`src/dsr_pkg.sv`:
```
package dsr_pkg;
    // Register byte offsets on the APB
    localparam logic [7:0] ADDR_PRESET_BASE    = 8'h00;
    localparam logic [7:0] ADDR_STATUS         = 8'h20;
    localparam logic [7:0] ADDR_REF_SOURCE     = 8'h24;
    localparam logic [7:0] ADDR_INPUT_FUNC     = 8'h28;
    localparam logic [7:0] ADDR_FREQ_LIMITS    = 8'h2C;
    localparam logic [7:0] ADDR_NET_SPEED_REF  = 8'h30;
    localparam logic [7:0] ADDR_RATED_FREQ     = 8'h34;
    localparam logic [7:0] ADDR_COMMAND        = 8'h38;
    localparam logic [7:0] ADDR_ACTIVE_REF     = 8'h3C;
    localparam logic [7:0] ADDR_POT_REF        = 8'h40;

    localparam int PRESET_COUNT = 8;

    // Reference limits in 0.1 Hz units
    localparam logic signed [15:0] PRESET_MAX      = 16'sh0BB8;
    localparam logic signed [15:0] PRESET_MIN      = -16'sh0BB8;
    localparam logic [15:0]        PRESET_RESET    = 16'h0000;
    localparam logic [15:0]        MIN_LIMIT_RESET = 16'h001E;
    localparam logic [15:0]        MAX_LIMIT_RESET = 16'h0294;
    localparam logic [15:0]        RATED_RESET     = 16'h0258;
    localparam logic [15:0]        POT_STEP        = 16'h0001;
    localparam int                 NET_SHIFT       = 13;

    // Reference source codes
    localparam logic [3:0] SRC_PRESET = 4'h8;
    localparam logic [3:0] SRC_POT    = 4'h7;
    localparam logic [3:0] SRC_NET    = 4'h9;

    // Digital input function codes
    localparam logic [7:0] FN_PRESET_MSB = 8'h0D;
    localparam logic [7:0] FN_PRESET_MID = 8'h0E;
    localparam logic [7:0] FN_PRESET_LSB = 8'h0F;
    localparam logic [7:0] FN_POT_UP_A   = 8'h0B;
    localparam logic [7:0] FN_POT_UP_B   = 8'h21;
    localparam logic [7:0] FN_POT_DN_A   = 8'h0C;
    localparam logic [7:0] FN_POT_DN_B   = 8'h22;

    // Command word bits
    localparam int CMD_RAMP_EN = 0;
    localparam int CMD_GEN_EN  = 1;
    localparam int CMD_FWD     = 2;
    localparam int CMD_JOG     = 3;
    localparam int CMD_REMOTE  = 4;
    localparam int CMD_RAMP2   = 5;

    // Status word bits
    localparam int ST_RAMP2  = 5;
    localparam int ST_CONFIG = 6;
    localparam int ST_ALARM  = 7;
    localparam int ST_RUN    = 8;
    localparam int ST_ENABLE = 9;
    localparam int ST_FWD    = 10;
    localparam int ST_JOG    = 11;
    localparam int ST_REMOTE = 12;
    localparam int ST_UNDERV = 13;
    localparam int ST_FAULT  = 15;
endpackage

```
`src/dsr_top.sv`:
```
// Implementation choices: the placing of the registers and the APB register port.
`timescale 1ns/1ps
// How it works
// - Three inputs pick one of eight presets
// - Inputs at 0 V add weights 4/2/1
// - Presets clamp to plus/minus 300.0 Hz
// - Negative preset reverses the commanded direction
// - MSB on both inputs 0 and 1 forces config fault, refuse enable
// - Source code 7 selects potentiometer
// - Codes 11/33 raise, 12/34 lower potentiometer
// - Both active while disabled resets potentiometer
// - Network 8192 equals rated frequency
// - One read-only 16-bit status word
// - Bit 5 shows second ramp pair
// - Bit 6 shows configuration fault
// - Bit 7 shows alarm
// - Bit 8 shows running
// - Bit 9 shows fully enabled
// - Bit 10 shows forward rotation
// - Bit 11 shows jog active
// - Bit 12 shows remote mode
// - Bit 13 shows undervoltage
// - Bit 15 shows fault
// - Clamp reference magnitude to min/max limits
module dsr_top
    import dsr_pkg::*;
(
    input  wire logic        i_ref_clk,
    input  wire logic        i_resetn,
    input  wire logic        i_psel,
    input  wire logic        i_penable,
    input  wire logic        i_pwrite,
    input  wire logic [7:0]  i_paddr,
    input  wire logic [31:0] i_pwdata,
    output logic      [31:0] o_prdata,
    output logic             o_pready,
    output logic             o_pslverr,
    input  wire logic [3:0]  i_digital_inputs,
    input  wire logic        i_alarm,
    input  wire logic        i_fault,
    input  wire logic        i_undervoltage,
    input  wire logic        i_motor_moving,
    output logic      [15:0] o_ramp_reference,
    output logic             o_reverse,
    output logic             o_drive_enable,
    output logic             o_second_ramp
);

    typedef struct packed {
        logic [PRESET_COUNT-1:0][15:0] preset;
        logic [3:0]                    local_src;
        logic [3:0]                    remote_src;
        logic [3:0][7:0]               in_func;
        logic [15:0]                   min_limit;
        logic [15:0]                   max_limit;
        logic [15:0]                   net_ref;
        logic [15:0]                   rated_freq;
        logic [15:0]                   command;
        logic signed [15:0]            pot_ref;
        logic [3:0]                    din_meta;
        logic [3:0]                    din;
        logic [4:0]                    flags_meta;
        logic [4:0]                    flags;
        logic [15:0]                   ramp_ref;
        logic                          reverse;
        logic                          enable;
        logic [15:0]                   status;
        logic [31:0]                   rdata;
        logic                          slverr;
    } dsr_state_s;

    dsr_state_s state;
    dsr_state_s next_state;

    function automatic logic signed [15:0] clamp(input logic signed [15:0] v,
                                                 input logic signed [15:0] lo,
                                                 input logic signed [15:0] hi);
        if (v < lo) begin
            return lo;
        end else if (v > hi) begin
            return hi;
        end
        return v;
    endfunction

    function automatic logic func_is(input logic [3:0][7:0] f, input int idx,
                                     input logic [7:0] a, input logic [7:0] b);
        return (f[idx] == a) || (f[idx] == b);
    endfunction

    logic              remote;
    logic [3:0]        active_src;
    logic              cfg_fault;
    logic [2:0]        sel_index;
    logic signed [15:0] preset_val;
    logic signed [15:0] raw_ref;
    logic signed [15:0] mag;
    logic signed [15:0] lim_mag;
    logic              ref_neg;
    logic              pot_up;
    logic              pot_dn;
    logic [31:0]       net_prod;
    logic              msb_on;
    logic              mid_on;
    logic              lsb_on;
    logic              wr_en;
    logic              rd_en;
    logic [31:0]       rd_word;
    logic              rd_err;
    logic [15:0]       stat;

    always_comb begin
        next_state = state;
        remote     = state.command[CMD_REMOTE];
        active_src = remote ? state.remote_src : state.local_src;
        cfg_fault  = (state.in_func[0] == FN_PRESET_MSB) && (state.in_func[1] == FN_PRESET_MSB);

        // Missing select input reads as high, so weight 0 is added
        msb_on = 1'b1;
        mid_on = 1'b1;
        lsb_on = 1'b1;
        pot_up = 1'b0;
        pot_dn = 1'b0;
        for (int i = 0; i < 4; i++) begin
            if (state.in_func[i] == FN_PRESET_MSB && i < 2) begin
                msb_on = state.din[i];
            end
            if (state.in_func[i] == FN_PRESET_MID) begin
                mid_on = state.din[i];
            end
            if (state.in_func[i] == FN_PRESET_LSB) begin
                lsb_on = state.din[i];
            end
            if (func_is(state.in_func, i, FN_POT_UP_A, FN_POT_UP_B) && state.din[i]) begin
                pot_up = 1'b1;
            end
            if (func_is(state.in_func, i, FN_POT_DN_A, FN_POT_DN_B) && state.din[i]) begin
                pot_dn = 1'b1;
            end
        end
        sel_index  = {~msb_on, ~mid_on, ~lsb_on};
        preset_val = state.preset[sel_index];

        net_prod = 32'($signed(state.net_ref) * $signed({1'b0, state.rated_freq}));
        unique case (active_src)
            SRC_PRESET: raw_ref = preset_val;
            SRC_POT:    raw_ref = state.pot_ref;
            SRC_NET:    raw_ref = net_prod[NET_SHIFT+15:NET_SHIFT];
            default:    raw_ref = 16'sh0000;
        endcase

        ref_neg = raw_ref[15];
        mag     = ref_neg ? -raw_ref : raw_ref;
        lim_mag = clamp(mag, $signed(state.min_limit), $signed(state.max_limit));
        next_state.ramp_ref = lim_mag;
        // Command bit 2 gives direction, a negative reference sign flips it
        next_state.reverse  = ~state.command[CMD_FWD] ^ ref_neg;
        next_state.enable   = state.command[CMD_GEN_EN] & ~cfg_fault & ~state.flags[1];

        // Potentiometer: saturates at 0 and at PRESET_MAX
        if (pot_up && pot_dn) begin
            if (!state.command[CMD_GEN_EN]) begin
                next_state.pot_ref = 16'sh0000;
            end
        end else if (active_src == SRC_POT && pot_up && state.pot_ref < PRESET_MAX) begin
            next_state.pot_ref = state.pot_ref + $signed(POT_STEP);
        end else if (active_src == SRC_POT && pot_dn && state.pot_ref > $signed(16'h0000)) begin
            next_state.pot_ref = state.pot_ref - $signed(POT_STEP);
        end

        next_state.din_meta   = i_digital_inputs;
        next_state.din        = state.din_meta;
        next_state.flags_meta = {i_motor_moving, i_undervoltage, i_fault, i_alarm, 1'b0};
        next_state.flags      = state.flags_meta;

        stat                  = 16'h0000;
        stat[ST_RAMP2]        = state.command[CMD_RAMP2];
        stat[ST_CONFIG]       = cfg_fault;
        stat[ST_ALARM]        = state.flags[1];
        stat[ST_RUN]          = state.enable & state.command[CMD_RAMP_EN] & state.flags[4];
        stat[ST_ENABLE]       = state.enable;
        stat[ST_FWD]          = ~state.reverse;
        stat[ST_JOG]          = state.command[CMD_JOG];
        stat[ST_REMOTE]       = remote;
        stat[ST_UNDERV]       = state.flags[3];
        stat[ST_FAULT]        = state.flags[2];
        next_state.status     = stat;

        // APB: zero-wait access, registers updated in access phase
        wr_en   = i_psel & i_penable & i_pwrite;
        rd_en   = i_psel & ~i_penable & ~i_pwrite;
        rd_word = 32'h0000_0000;
        rd_err  = 1'b0;
        if (i_paddr < ADDR_STATUS) begin
            rd_word = {16'h0000, state.preset[i_paddr[4:2]]};
        end else begin
            unique case (i_paddr)
                ADDR_STATUS:        rd_word = {16'h0000, state.status};
                ADDR_REF_SOURCE:    rd_word = {24'h00_0000, state.remote_src, state.local_src};
                ADDR_INPUT_FUNC:    rd_word = state.in_func;
                ADDR_FREQ_LIMITS:   rd_word = {state.max_limit, state.min_limit};
                ADDR_NET_SPEED_REF: rd_word = {16'h0000, state.net_ref};
                ADDR_RATED_FREQ:    rd_word = {16'h0000, state.rated_freq};
                ADDR_COMMAND:       rd_word = {16'h0000, state.command};
                ADDR_ACTIVE_REF:    rd_word = {16'h0000, state.ramp_ref};
                ADDR_POT_REF:       rd_word = {16'h0000, state.pot_ref};
                default:            rd_err  = 1'b1;
            endcase
        end
        if (rd_en) begin
            next_state.rdata  = rd_word;
            next_state.slverr = rd_err;
        end else if (i_psel & ~i_penable) begin
            next_state.rdata  = 32'h0000_0000;
            next_state.slverr = rd_err | (i_paddr == ADDR_STATUS) | (i_paddr == ADDR_ACTIVE_REF);
        end
        if (wr_en) begin
            if (i_paddr < ADDR_STATUS) begin
                next_state.preset[i_paddr[4:2]] = clamp($signed(i_pwdata[15:0]), PRESET_MIN, PRESET_MAX);
            end else begin
                unique case (i_paddr)
                    ADDR_REF_SOURCE: begin
                        next_state.local_src  = i_pwdata[3:0];
                        next_state.remote_src = i_pwdata[7:4];
                    end
                    ADDR_INPUT_FUNC:    next_state.in_func = i_pwdata;
                    ADDR_FREQ_LIMITS: begin
                        next_state.min_limit = i_pwdata[15:0];
                        next_state.max_limit = i_pwdata[31:16];
                    end
                    ADDR_NET_SPEED_REF: next_state.net_ref    = i_pwdata[15:0];
                    ADDR_RATED_FREQ:    next_state.rated_freq = i_pwdata[15:0];
                    ADDR_COMMAND:       next_state.command    = i_pwdata[15:0];
                    ADDR_POT_REF:       next_state.pot_ref    = clamp($signed(i_pwdata[15:0]), 16'sh0000, PRESET_MAX);
                    default:            next_state.command    = state.command;
                endcase
            end
        end
    end

    always_ff @(posedge i_ref_clk or negedge i_resetn) begin
        if (!i_resetn) begin
            state            <= '0;
            state.preset     <= {PRESET_COUNT{PRESET_RESET}};
            state.min_limit  <= MIN_LIMIT_RESET;
            state.max_limit  <= MAX_LIMIT_RESET;
            state.rated_freq <= RATED_RESET;
        end else begin
            state <= next_state;
        end
    end

    assign o_prdata         = state.rdata;
    assign o_pready         = 1'b1;
    assign o_pslverr        = i_psel & i_penable & state.slverr;
    assign o_ramp_reference = state.ramp_ref;
    assign o_reverse        = state.reverse;
    assign o_drive_enable   = state.enable;
    assign o_second_ramp    = state.command[CMD_RAMP2];

endmodule

```
`config.mk`:
```
export PLATFORM = sky130hd
export DESIGN_NAME = dsr_top
export DESIGN_NICKNAME = d
export VERILOG_FILES = /design/src/dsr_pkg.sv /design/src/dsr_top.sv
export SDC_FILE = /design/constraint.sdc
export NUM_CORES = 1
export LEC_CHECK = 0
export ABC_AREA = 0
export BUFFER_PORTS_ARGS = -buffer_cell sky130_fd_sc_hd__clkbuf_2
export CAP_MARGIN = 30
export CORE_ASPECT_RATIO = 0.7
export CORE_MARGIN = 2
export CORE_UTILIZATION = 47
export CTS_CLUSTER_DIAMETER = 120
export CTS_CLUSTER_SIZE = 40
export DETAILED_ROUTE_END_ITERATION = 10
export HOLD_SLACK_MARGIN = 0.08
export SYNTH_ARGS = -nofsm -noshare
export SYNTH_HDL_FRONTEND = slang
export SYNTH_SLANG_ARGS = --single-unit
export TNS_END_PERCENT = 1
```
`constraint.sdc`:
```
create_clock -name i_ref_clk -period 10.2 [get_ports i_ref_clk]
set_input_delay 2.55 -clock i_ref_clk [delete_from_list [all_inputs] [get_ports i_ref_clk]]
set_output_delay 2.55 -clock i_ref_clk [all_outputs]
set_load 0.01 [all_outputs]
```
==> flow_summary.yaml, run 1 <==
run_status:
  status: "finished, final reports clean"
cts:
  postCtsHoldBufs: 0
  insertion_delay_ps: 550
  cts_root_buffer: "clkbuf_16"
  path_clk_slew_ps: 160
  cts_made_buffers: 12
  clock-sinks: 341
  clock_tree.buffer_depth: 3
  cts.htree.levels: 1
  cts_tree: "yes"
die:
  num_rows: 73
  chipHeight_um: 203
  core-area_um2: 56400
  start_util: 0.473
  fp.dieW_um: 289
  ios: 106
  dieArea_um2: 58700
grt:
  grt_max_degree: 149
  grt.total_usage: 0.305
  first_global_vias: 21200
  antenna_found_initial: 2
  globalRouteOverflowTotal: 0
  grt_pass1_wl_mm: 135
synthesis:
  ys_types: 87
  ys_seq_elements: 341
  synth.avg_cell_area_um2: 9.70
  synth_fp_nets: 3124
  yosys-top-cells-area: "dfrtp_1, fa_1, ha_1"
  synthesis.instances: 2749
  seq_area_frac_synth: 0.320
  syn_area_um2: 26700
  synth_ff_type: "dfrtp_1"
  yosysWarnings: 0
  synth_area_leader_cell: "dfrtp_1"
  synth_top_area_share: 0.309
  synth_edf_count: 0
  async_reset_ff_frac: 1.00
power:
  p_seq_frac: 0.585
  swShare: 0.290
  p_leak_nw: 13.8
  p_total_w: 0.00250
  power.switching_w: 0.000724
  p_per_area_nw_per_um2: 88.4
  p_int_w: 0.00177
  clkPwrFrac: 0.279
  ir_drop_uv: 110
  p_comb_frac: 0.136
cells_and_area:
  n_antenna_cell: 0
  finalNetCount: 3115
  fin_cells: 3495
  drive_gt1_frac: 0.145
  fillCellCount: 5211
  area_growth_pct: 5.88
  fin_area_um2: 28200
routing:
  antenna_left: 0
  drtIter0Drc: 2166
  finalWirelength_mm: 87.9
  wire_per_inst_um: 25.1
  via_count: 21100
  drc: 0
  drt-vias-per-instance: 6.04
  firstDrtPassIters: 7
setup_path:
  critPathMaxFanout: 20
  end_kind: "register"
  critPathMaxStageDelay_ps: 780
  worstPathRequired_ps: 10680
  slowest_stage: "dfstp_2"
  worstSetupPathType: "reg -> reg"
  reg2regPathDepth: 35
  cp_common_cell: "fa_1"
  crit_arrival_ps: 10170
  start_kind: "register"
placed_design:
  post-place-cells: 3474
  port_buffers: 104
  hpwl_mm: 66.4
  dpl_cell_area_um2: 27800
  gp_congestion: 0.993
timing:
  maxSlewHeadroom: 0.287
  post-route-min-period_ps: 9690
  holdWs_ps: 363
  setup_viol: 0
  fin_crit_sh: 0.950
  clock_skew_ps: 28.9
  tightest_slew_ps: 1070
  finalHoldViolations: 0
  slew_viol_final: 0
  max_freq_ghz: 0.103
worst_hold_path:
  whs_path_depth: 0
  hold_class: "reg -> reg"
flow_run:
  max-cap-violations: 0
[worst max-delay path, delay by kind of cell (launching register included)]
family,cells,cell delay [ps]
flops,1,780
xor+xnor,1,330
simple gates,6,1330
fa+ha+maj,8,3500
mux,1,190
compound gates,14,2830
buf+inv,5,620
[placed cells by master (no fill, tap or decap), types with 21 or more instances in the layout]
master / count
a21o_1: 34
a21oi_1: 97
and2_1: 127
buf_4: 72
clkbuf_2: 102
dfrtp_1: 319
fa_1: 192
ha_1: 130
inv_1: 290
mux2_2: 124
mux2i_1: 120
mux4_2: 32
nand2_1: 379
nand2b_1: 22
nand3_1: 38
nand4_1: 21
nor2_1: 81
nor3_1: 23
o21ai_0: 185
xnor2_1: 21
[cells in the mapped netlist (all sizes together) (72+ instances only)]
| library cell | instances |
|---|---|
| a21oi | 98 |
| and2 | 128 |
| buf | 72 |
| clkbuf | 129 |
| dfrtp | 329 |
| fa | 192 |
| ha | 130 |
| inv | 290 |
| mux2 | 126 |
| mux2i | 121 |
| nand2 | 379 |
| nor2 | 81 |
| o21ai | 188 |
[power by group through the flow]
| stage | Combinational, W | Clock (W) | Sequential [W] |
|---|---|---|---|
| 2_1_floorplan | 0.000214 | 0 | 0.00145 |
| 3_3_place_gp | 0.000328 | 0 | 0.00148 |
| 3_5_place_dp | 0.000333 | 0 | 0.00148 |
| 4_1_cts | 0.000334 | 0.000707 | 0.00146 |
| 5_1_grt | 0.000369 | 0.000750 | 0.00146 |
| 6_report | 0.000340 | 0.000696 | 0.00146 |
[layout make-up]
| type | count | area [µm²] | share of cell area |
|---|---|---|---|
| Sequential cell | 341 | 8560 | 0.303 |
| Clock buffer | 18 | 354 | 0.0125 |
| Tap cell | 750 | 938 | 0.0332 |
| Clock inverter | 1 | 16.3 | 0.000576 |
| Inverter | 292 | 1100 | 0.0388 |
| Timing Repair Buffer | 178 | 1140 | 0.0404 |
| Multi-Input combinational cell | 1915 | 16100 | 0.571 |
[through the flow]
stage / utilization / TNS (ps) / setup slack [ps]
floorplan: - / 0 / 1010
global placement: 0.492 / 0 / 674
detailed placement: 0.493 / 0 / 359
CTS: 0.499 / 0 / 329
global route: 0.500 / -13.1 / -13.1
finish: 0.500 / 0 / 512
[routing by layer]
layer | vias up | global-route usage | part of all wire
met2 | 986 | 0.448 | 0.43
met5 | - | 0 | 0
met1 | 10700 | 0.452 | 0.44
li1 | 9245 | - | -
met4 | 0 | 0.0932 | 0.034
met3 | 162 | 0.0625 | 0.093
[registers in the layout, indices dropped and copies added (netlist names)]
signal,cells
next_state,13
o_reverse,1
o_ramp_reference,16
o_prdata,32
state,277
o_second_ramp,1
o_drive_enable,1
[what timing repair did]
item	4_1_cts	5_1_grt
endpoints found under the setup margin	0	16
gates resized for setup	0	16
endpoints found under the hold margin	0	0
setup buffers	0	2
[path summary, 6_finish.rpt]
check	start	endpoint	slack (ps)
worst max-delay path	state[121]	o_ramp_reference[12]	510
worst min-delay path	next_state[48]	state[48]	360
worst max register to register	state[121]	o_ramp_reference[12]	510
worst min register to register	next_state[48]	state[48]	360
max in group asynchronous	i_resetn	state[112]	6190
min in group asynchronous	i_resetn	state[293]	2070
[logic make-up (layout without fill, tap and decap cells)]
logic type                 count (synthesis)  count (layout)  synth area share
other                                      1               1          0.000141
muxes                                    279             279             0.126
and+or+nand+nor                          796             796             0.145
AOI/OAI and AO/OA                        486             486             0.115
xor gates and xnor gates                  31              31            0.0105
DFF                                      341             341             0.320
adders and majority gates                322             322             0.205
buffers and inverters                    493             489            0.0777
Note: power is estimated with default switching activity, not from simulation.
==> run 2, diff against run 1 <==
--- a/config.mk
+++ b/config.mk
@@ -8,7 +8,7 @@
 export ABC_AREA = 0
 export BUFFER_PORTS_ARGS = -buffer_cell sky130_fd_sc_hd__clkbuf_2
 export CAP_MARGIN = 30
-export CORE_ASPECT_RATIO = 0.7
+export CORE_ASPECT_RATIO = 2
 export CORE_MARGIN = 2
 export CORE_UTILIZATION = 47
 export CTS_CLUSTER_DIAMETER = 120
==> run 2 against run 1 <==
Against the previous run:
- non-clock buffer count increased by 58
- setup slack worse by 64 ps
- first-iteration DRC count shrank 29%
- critical path type unchanged
- clock power is 2% lower
- maximum frequency down 0.66%
- global-route usage up 2.3 points
- clock-buffer cell count decreased by 2
- flip-flop and latch count unchanged
- die area rose by 0.15%
- power is 0.29% higher
==> flow_summary.yaml, run 2 (same netlist as run 1, synthesis figures left out) <==
run_status:
  status: "finished, final reports clean"
setup_path:
  end_kind: "register"
  crit_buf_inv: 9
  critPathTopFamily: "adder cells"
  critPathMaxStageDelay_ps: 700
  slowest_stage: "or4_1"
  crit_arrival_ps: 10230
  worstPathRequired_ps: 10680
  start_kind: "register"
  worstSetupPathType: "reg -> reg"
  critPathMaxFanout: 12
routing:
  drtIter0Drc: 1541
  firstDrtPassIters: 5
  drt-vias-per-instance: 5.99
  via_count: 21300
  finalWirelength_mm: 93.9
  wire_per_inst_um: 26.4
  antenna_left: 0
  drc: 0
placed_design:
  gp_congestion: 1.03
  dp_slack_ps: 440
  post-place-cells: 3533
  hpwl_mm: 73.4
  port_buffers: 104
timing:
  post-route-min-period_ps: 9750
  tightest_slew_ps: 1140
  slew_viol_final: 0
  grt_setup_unrepaired: "false"
  finalHoldViolations: 0
  maxSlewHeadroom: 0.234
  max_freq_ghz: 0.103
  setup_tns_ps: 0
  holdWs_ps: 350
  clock_skew_ps: 36.9
  fin_crit_sh: 0.956
  setup_viol: 0
  fin_ws_ps: 448
cts:
  postCtsSetupRepairBufs: 0
  clock-sinks: 341
  cts_made_buffers: 12
  cts_root_buffer: "clkbuf_16"
  clock_tree.buffer_depth: 3
  cts_tree: "yes"
  cts.htree.levels: 1
  postCtsResizedCells: 0
  insertion_delay_ps: 550
  path_clk_slew_ps: 160
  postCtsHoldBufs: 0
die:
  fp.dieW_um: 172
  start_util: 0.475
  dieArea_um2: 58800
  ios: 106
  num_rows: 123
  core-area_um2: 56200
  chipHeight_um: 341
cells_and_area:
  fin_cells: 3551
  multi_input_area_um2: 16100
  final-seq-area_um2: 8550
  largest_reg_flops: 277
  n_antenna_cell: 0
  fillCellCount: 5234
  finalCoreUtilization: 0.511
  regMostFlops: "state"
  final_cell_mix: "nand2_1, dfrtp_1, inv_1, fa_1, o21ai_0"
  area_growth_pct: 7.52
  drive_gt1_frac: 0.160
  layout_commonest_cell: "nand2_1"
  finalNetCount: 3173
grt:
  grt.total_usage: 0.328
  first_global_vias: 22600
  grt_max_degree: 160
  antenna_found_initial: 1
  globalRouteOverflowTotal: 0
  grt_pass1_wl_mm: 141
power:
  ir_drop_uv: 211
  p_leak_nw: 14.1
  p_per_area_nw_per_um2: 87.3
flow_run:
  max-cap-violations: 0
worst_hold_path:
  hold_class: "reg -> reg"
==> run 2: path summary, 6_finish.rpt <==
kind	start	to	slack, ps	depth (start not counted)
max	state[137]	o_ramp_reference[12]	450	39
min	next_state[79]	state[79]	350	0
max reg2reg	state[137]	o_ramp_reference[12]	450	39
min reg2reg	next_state[79]	state[79]	350	0
max in group asynchronous	i_resetn	state[141]	6380	3
min in group asynchronous	i_resetn	state[181]	2020	1
==> run 2: metal layers <==
metal  track usage  routed length [µm]
met5             0                   9
met2         0.586               49000
met1         0.352               32100
met4         0.241                8400
met3        0.0344                4400
==> run 2: layout make-up <==
cell class                 instances  area share
tap                              750      0.0327
clock inverter                     1    0.000698
sequential                       341       0.298
inverter                         292      0.0382
clock buffer                      16      0.0117
timing repair buffer             236      0.0564
multi-input combinational       1915       0.562
==> run 2: power breakdown <==
part / switching [W] / total (W) / internal [W]
combinational: 0.000226 / 0.000360 / 0.000133
sequential: 0.0000592 / 0.00146 / 0.00140
clock: 0.000441 / 0.000683 / 0.000242
==> run 2: through the flow <==
stage,power [W],cell area (µm²)
2_1_floorplan,0.00167,26700
3_3_place_gp,0.00183,28200
3_5_place_dp,0.00184,28300
4_1_cts,0.00251,28600
5_1_grt,0.00259,28700
6_report,0.00250,28700
==> run 3, diff against run 2 <==
--- a/config.mk
+++ b/config.mk
@@ -6,14 +6,14 @@
 export NUM_CORES = 1
 export LEC_CHECK = 0
 export ABC_AREA = 0
-export BUFFER_PORTS_ARGS = -buffer_cell sky130_fd_sc_hd__clkbuf_2
 export CAP_MARGIN = 30
-export CORE_ASPECT_RATIO = 2
+export CORE_ASPECT_RATIO = 0.8
 export CORE_MARGIN = 2
 export CORE_UTILIZATION = 47
 export CTS_CLUSTER_DIAMETER = 120
-export CTS_CLUSTER_SIZE = 40
+export CTS_CLUSTER_SIZE = 30
 export DETAILED_ROUTE_END_ITERATION = 10
+export DONT_BUFFER_PORTS = 1
 export HOLD_SLACK_MARGIN = 0.08
 export SYNTH_ARGS = -nofsm -noshare
 export SYNTH_HDL_FRONTEND = slang
==> run 3 against run 2 <==
Against the previous run:
- clock-buffer cell count grew 8
- register-to-register slack gained 60 ps
- maximum frequency grew 0.58%
- sequential share of layout area grew 0.89 points
- setup slack gained 56 ps
- sequential power is essentially flat
==> flow_summary.yaml, run 3 (same netlist as run 1, synthesis figures left out) <==
routing:
  wl_met3_mm: 8.22
  firstDrtPassIters: 8
  finalWirelength_mm: 86.6
  wire_per_inst_um: 25.4
  met1Wirelength_mm: 37.5
  drtIter0Drc: 2287
  dr_wl_met2_mm: 37.8
  drc: 0
  drt-vias-per-instance: 6.05
  via_count: 20600
  antenna_left: 0
  top_layer: "met4"
setup_path:
  startpoint: "state[128]"
  cp_common_cell: "fa_1"
  reg2regPathDepth: 39
  critPathTopFamily: "adder cells"
  crit_arrival_ps: 10160
  slowest_stage: "fa_1"
  end_kind: "register"
  critPathMaxStageDelay_ps: 550
  crit-reg2reg-launch: "state[128]"
  start_kind: "register"
  critPathMaxFanout: 14
  worstSetupPathType: "reg -> reg"
  crit_cells: 39
  worstPathRequired_ps: 10660
  crit_buf_inv: 8
cts:
  cts.htree.levels: 1
  clock_tree.buffer_depth: 3
  cts_made_buffers: 16
  postCtsHoldBufs: 0
  insertion_delay_ps: 560
  cts_root_buffer: "clkbuf_16"
  cts_tree: "yes"
  clock-sinks: 341
  path_clk_slew_ps: 130
die:
  chipHeight_um: 217
  num_rows: 78
  core-area_um2: 56400
  dieArea_um2: 58700
  ios: 106
  fp.dieW_um: 270
  start_util: 0.473
placed_design:
  port_buffers: 0
  gp_congestion: 0.930
  hpwl_mm: 65.1
timing:
  holdWs_ps: 349
  setup_viol: 0
  maxSlewHeadroom: 0.303
  post-route-min-period_ps: 9700
  fin_crit_sh: 0.951
  slew_viol_final: 0
  finalHoldViolations: 0
  clock_skew_ps: 46.4
  tightest_slew_ps: 1040
  max_freq_ghz: 0.103
power:
  p_leak_nw: 13.4
  p_per_area_nw_per_um2: 90.5
  ir_drop_uv: 124
cells_and_area:
  finalCoreUtilization: 0.495
  layout_commonest_cell: "nand2_1"
  final-seq-area_um2: 8570
  largest_reg_flops: 277
  finalNetCount: 3010
  final_cell_mix: "nand2_1, dfrtp_1, inv_1, fa_1, o21ai_0"
  regMostFlops: "state"
  fillCellCount: 5385
  multi_input_area_um2: 16200
  area_growth_pct: 4.68
  drive_gt1_frac: 0.116
grt:
  globalRouteOverflowTotal: 0
  antenna_found_initial: 4
  grt.total_usage: 0.298
  grt_max_degree: 342
  grt_pass1_wl_mm: 132
  first_global_vias: 20600
flow_run:
  max-cap-violations: 0
worst_hold_path:
  whs_path_depth: 0
  hold_class: "reg -> reg"
  worstHoldStart: "next_state[48]"
run_status:
  status: "finished, final reports clean"
==> run 3: changes by cell type in the layout (fill, tap and decap cells not counted), moves of 3 or more <==
cell | before | now
clkbuf_2 | 102 | 0
buf_4 | 128 | 64
dfrtp_1 | 326 | 317
dfrtp_2 | 3 | 12
clkbuf_1 | 3 | 7
clkbuf_16 | 13 | 17
xnor2_1 | 22 | 18
xnor2_2 | 1 | 5
dfstp_2 | 12 | 9
dfstp_4 | 0 | 3
diode_2 | 0 | 3
==> run 3: layer usage <==
layer  vias up  global-route usage
li1       9041                   -
met1     10500               0.427
met2       921               0.454
met3       140              0.0671
met4         0              0.0843
met5         -                   0
==> run 3: timing repair <==
action                                  4_1_cts  5_1_grt
resized for setup                             0       30
endpoints found under the setup margin        0       16
buffers inserted                              0        4
==> run 3: through the flow <==
stage	total power (W)	instance area [µm²]	setup TNS [ps]	worst slack [ps]	instances
after floorplan	0.00167	26700	0	1010	2749
after global placement	0.00173	27200	0	610	3369
after detailed placement	0.00173	27300	0	138	3373
after CTS	0.00254	27800	0	61.4	3401
after global routing	0.00261	27900	-11.3	-11.3	3405
final	0.00253	27900	0	504	3408
==> run 3: worst register-to-register path, delay by kind of cell, from the launching register on <==
family,cells,cell delay (ps)
fa+ha+maj,8,3700
compound gates,14,3190
simple gates,9,1120
buf+inv,8,1080
flops,1,510
==> run 3: final cells by class <==
cell class | instances | area share
inverters | 292 | 0.0393
flip-flops and latches | 341 | 0.307
well taps | 760 | 0.0341
diodes | 3 | 0.000269
repair buffers | 69 | 0.0213
multi-input cells | 1915 | 0.580
clock buffers | 24 | 0.0162
clock inverters | 4 | 0.00211
==> run 3: path summary, 6_finish.rpt <==
check / to / slack (ps)
hold / removal: state[48] / 350
setup reg to reg: o_ramp_reference[12] / 500
min in group asynchronous: next_state[80] / 1690
setup / recovery: o_ramp_reference[12] / 500
max in group asynchronous: state[292] / 7660
hold reg to reg: state[48] / 350
==> run 3: power breakdown <==
part           leakage (nW)  switching (W)  internal, W
sequential             4.55      0.0000688      0.00140
combinational          8.60       0.000140     0.000106
clock                 0.244       0.000485     0.000325
total                  13.4       0.000694      0.00183
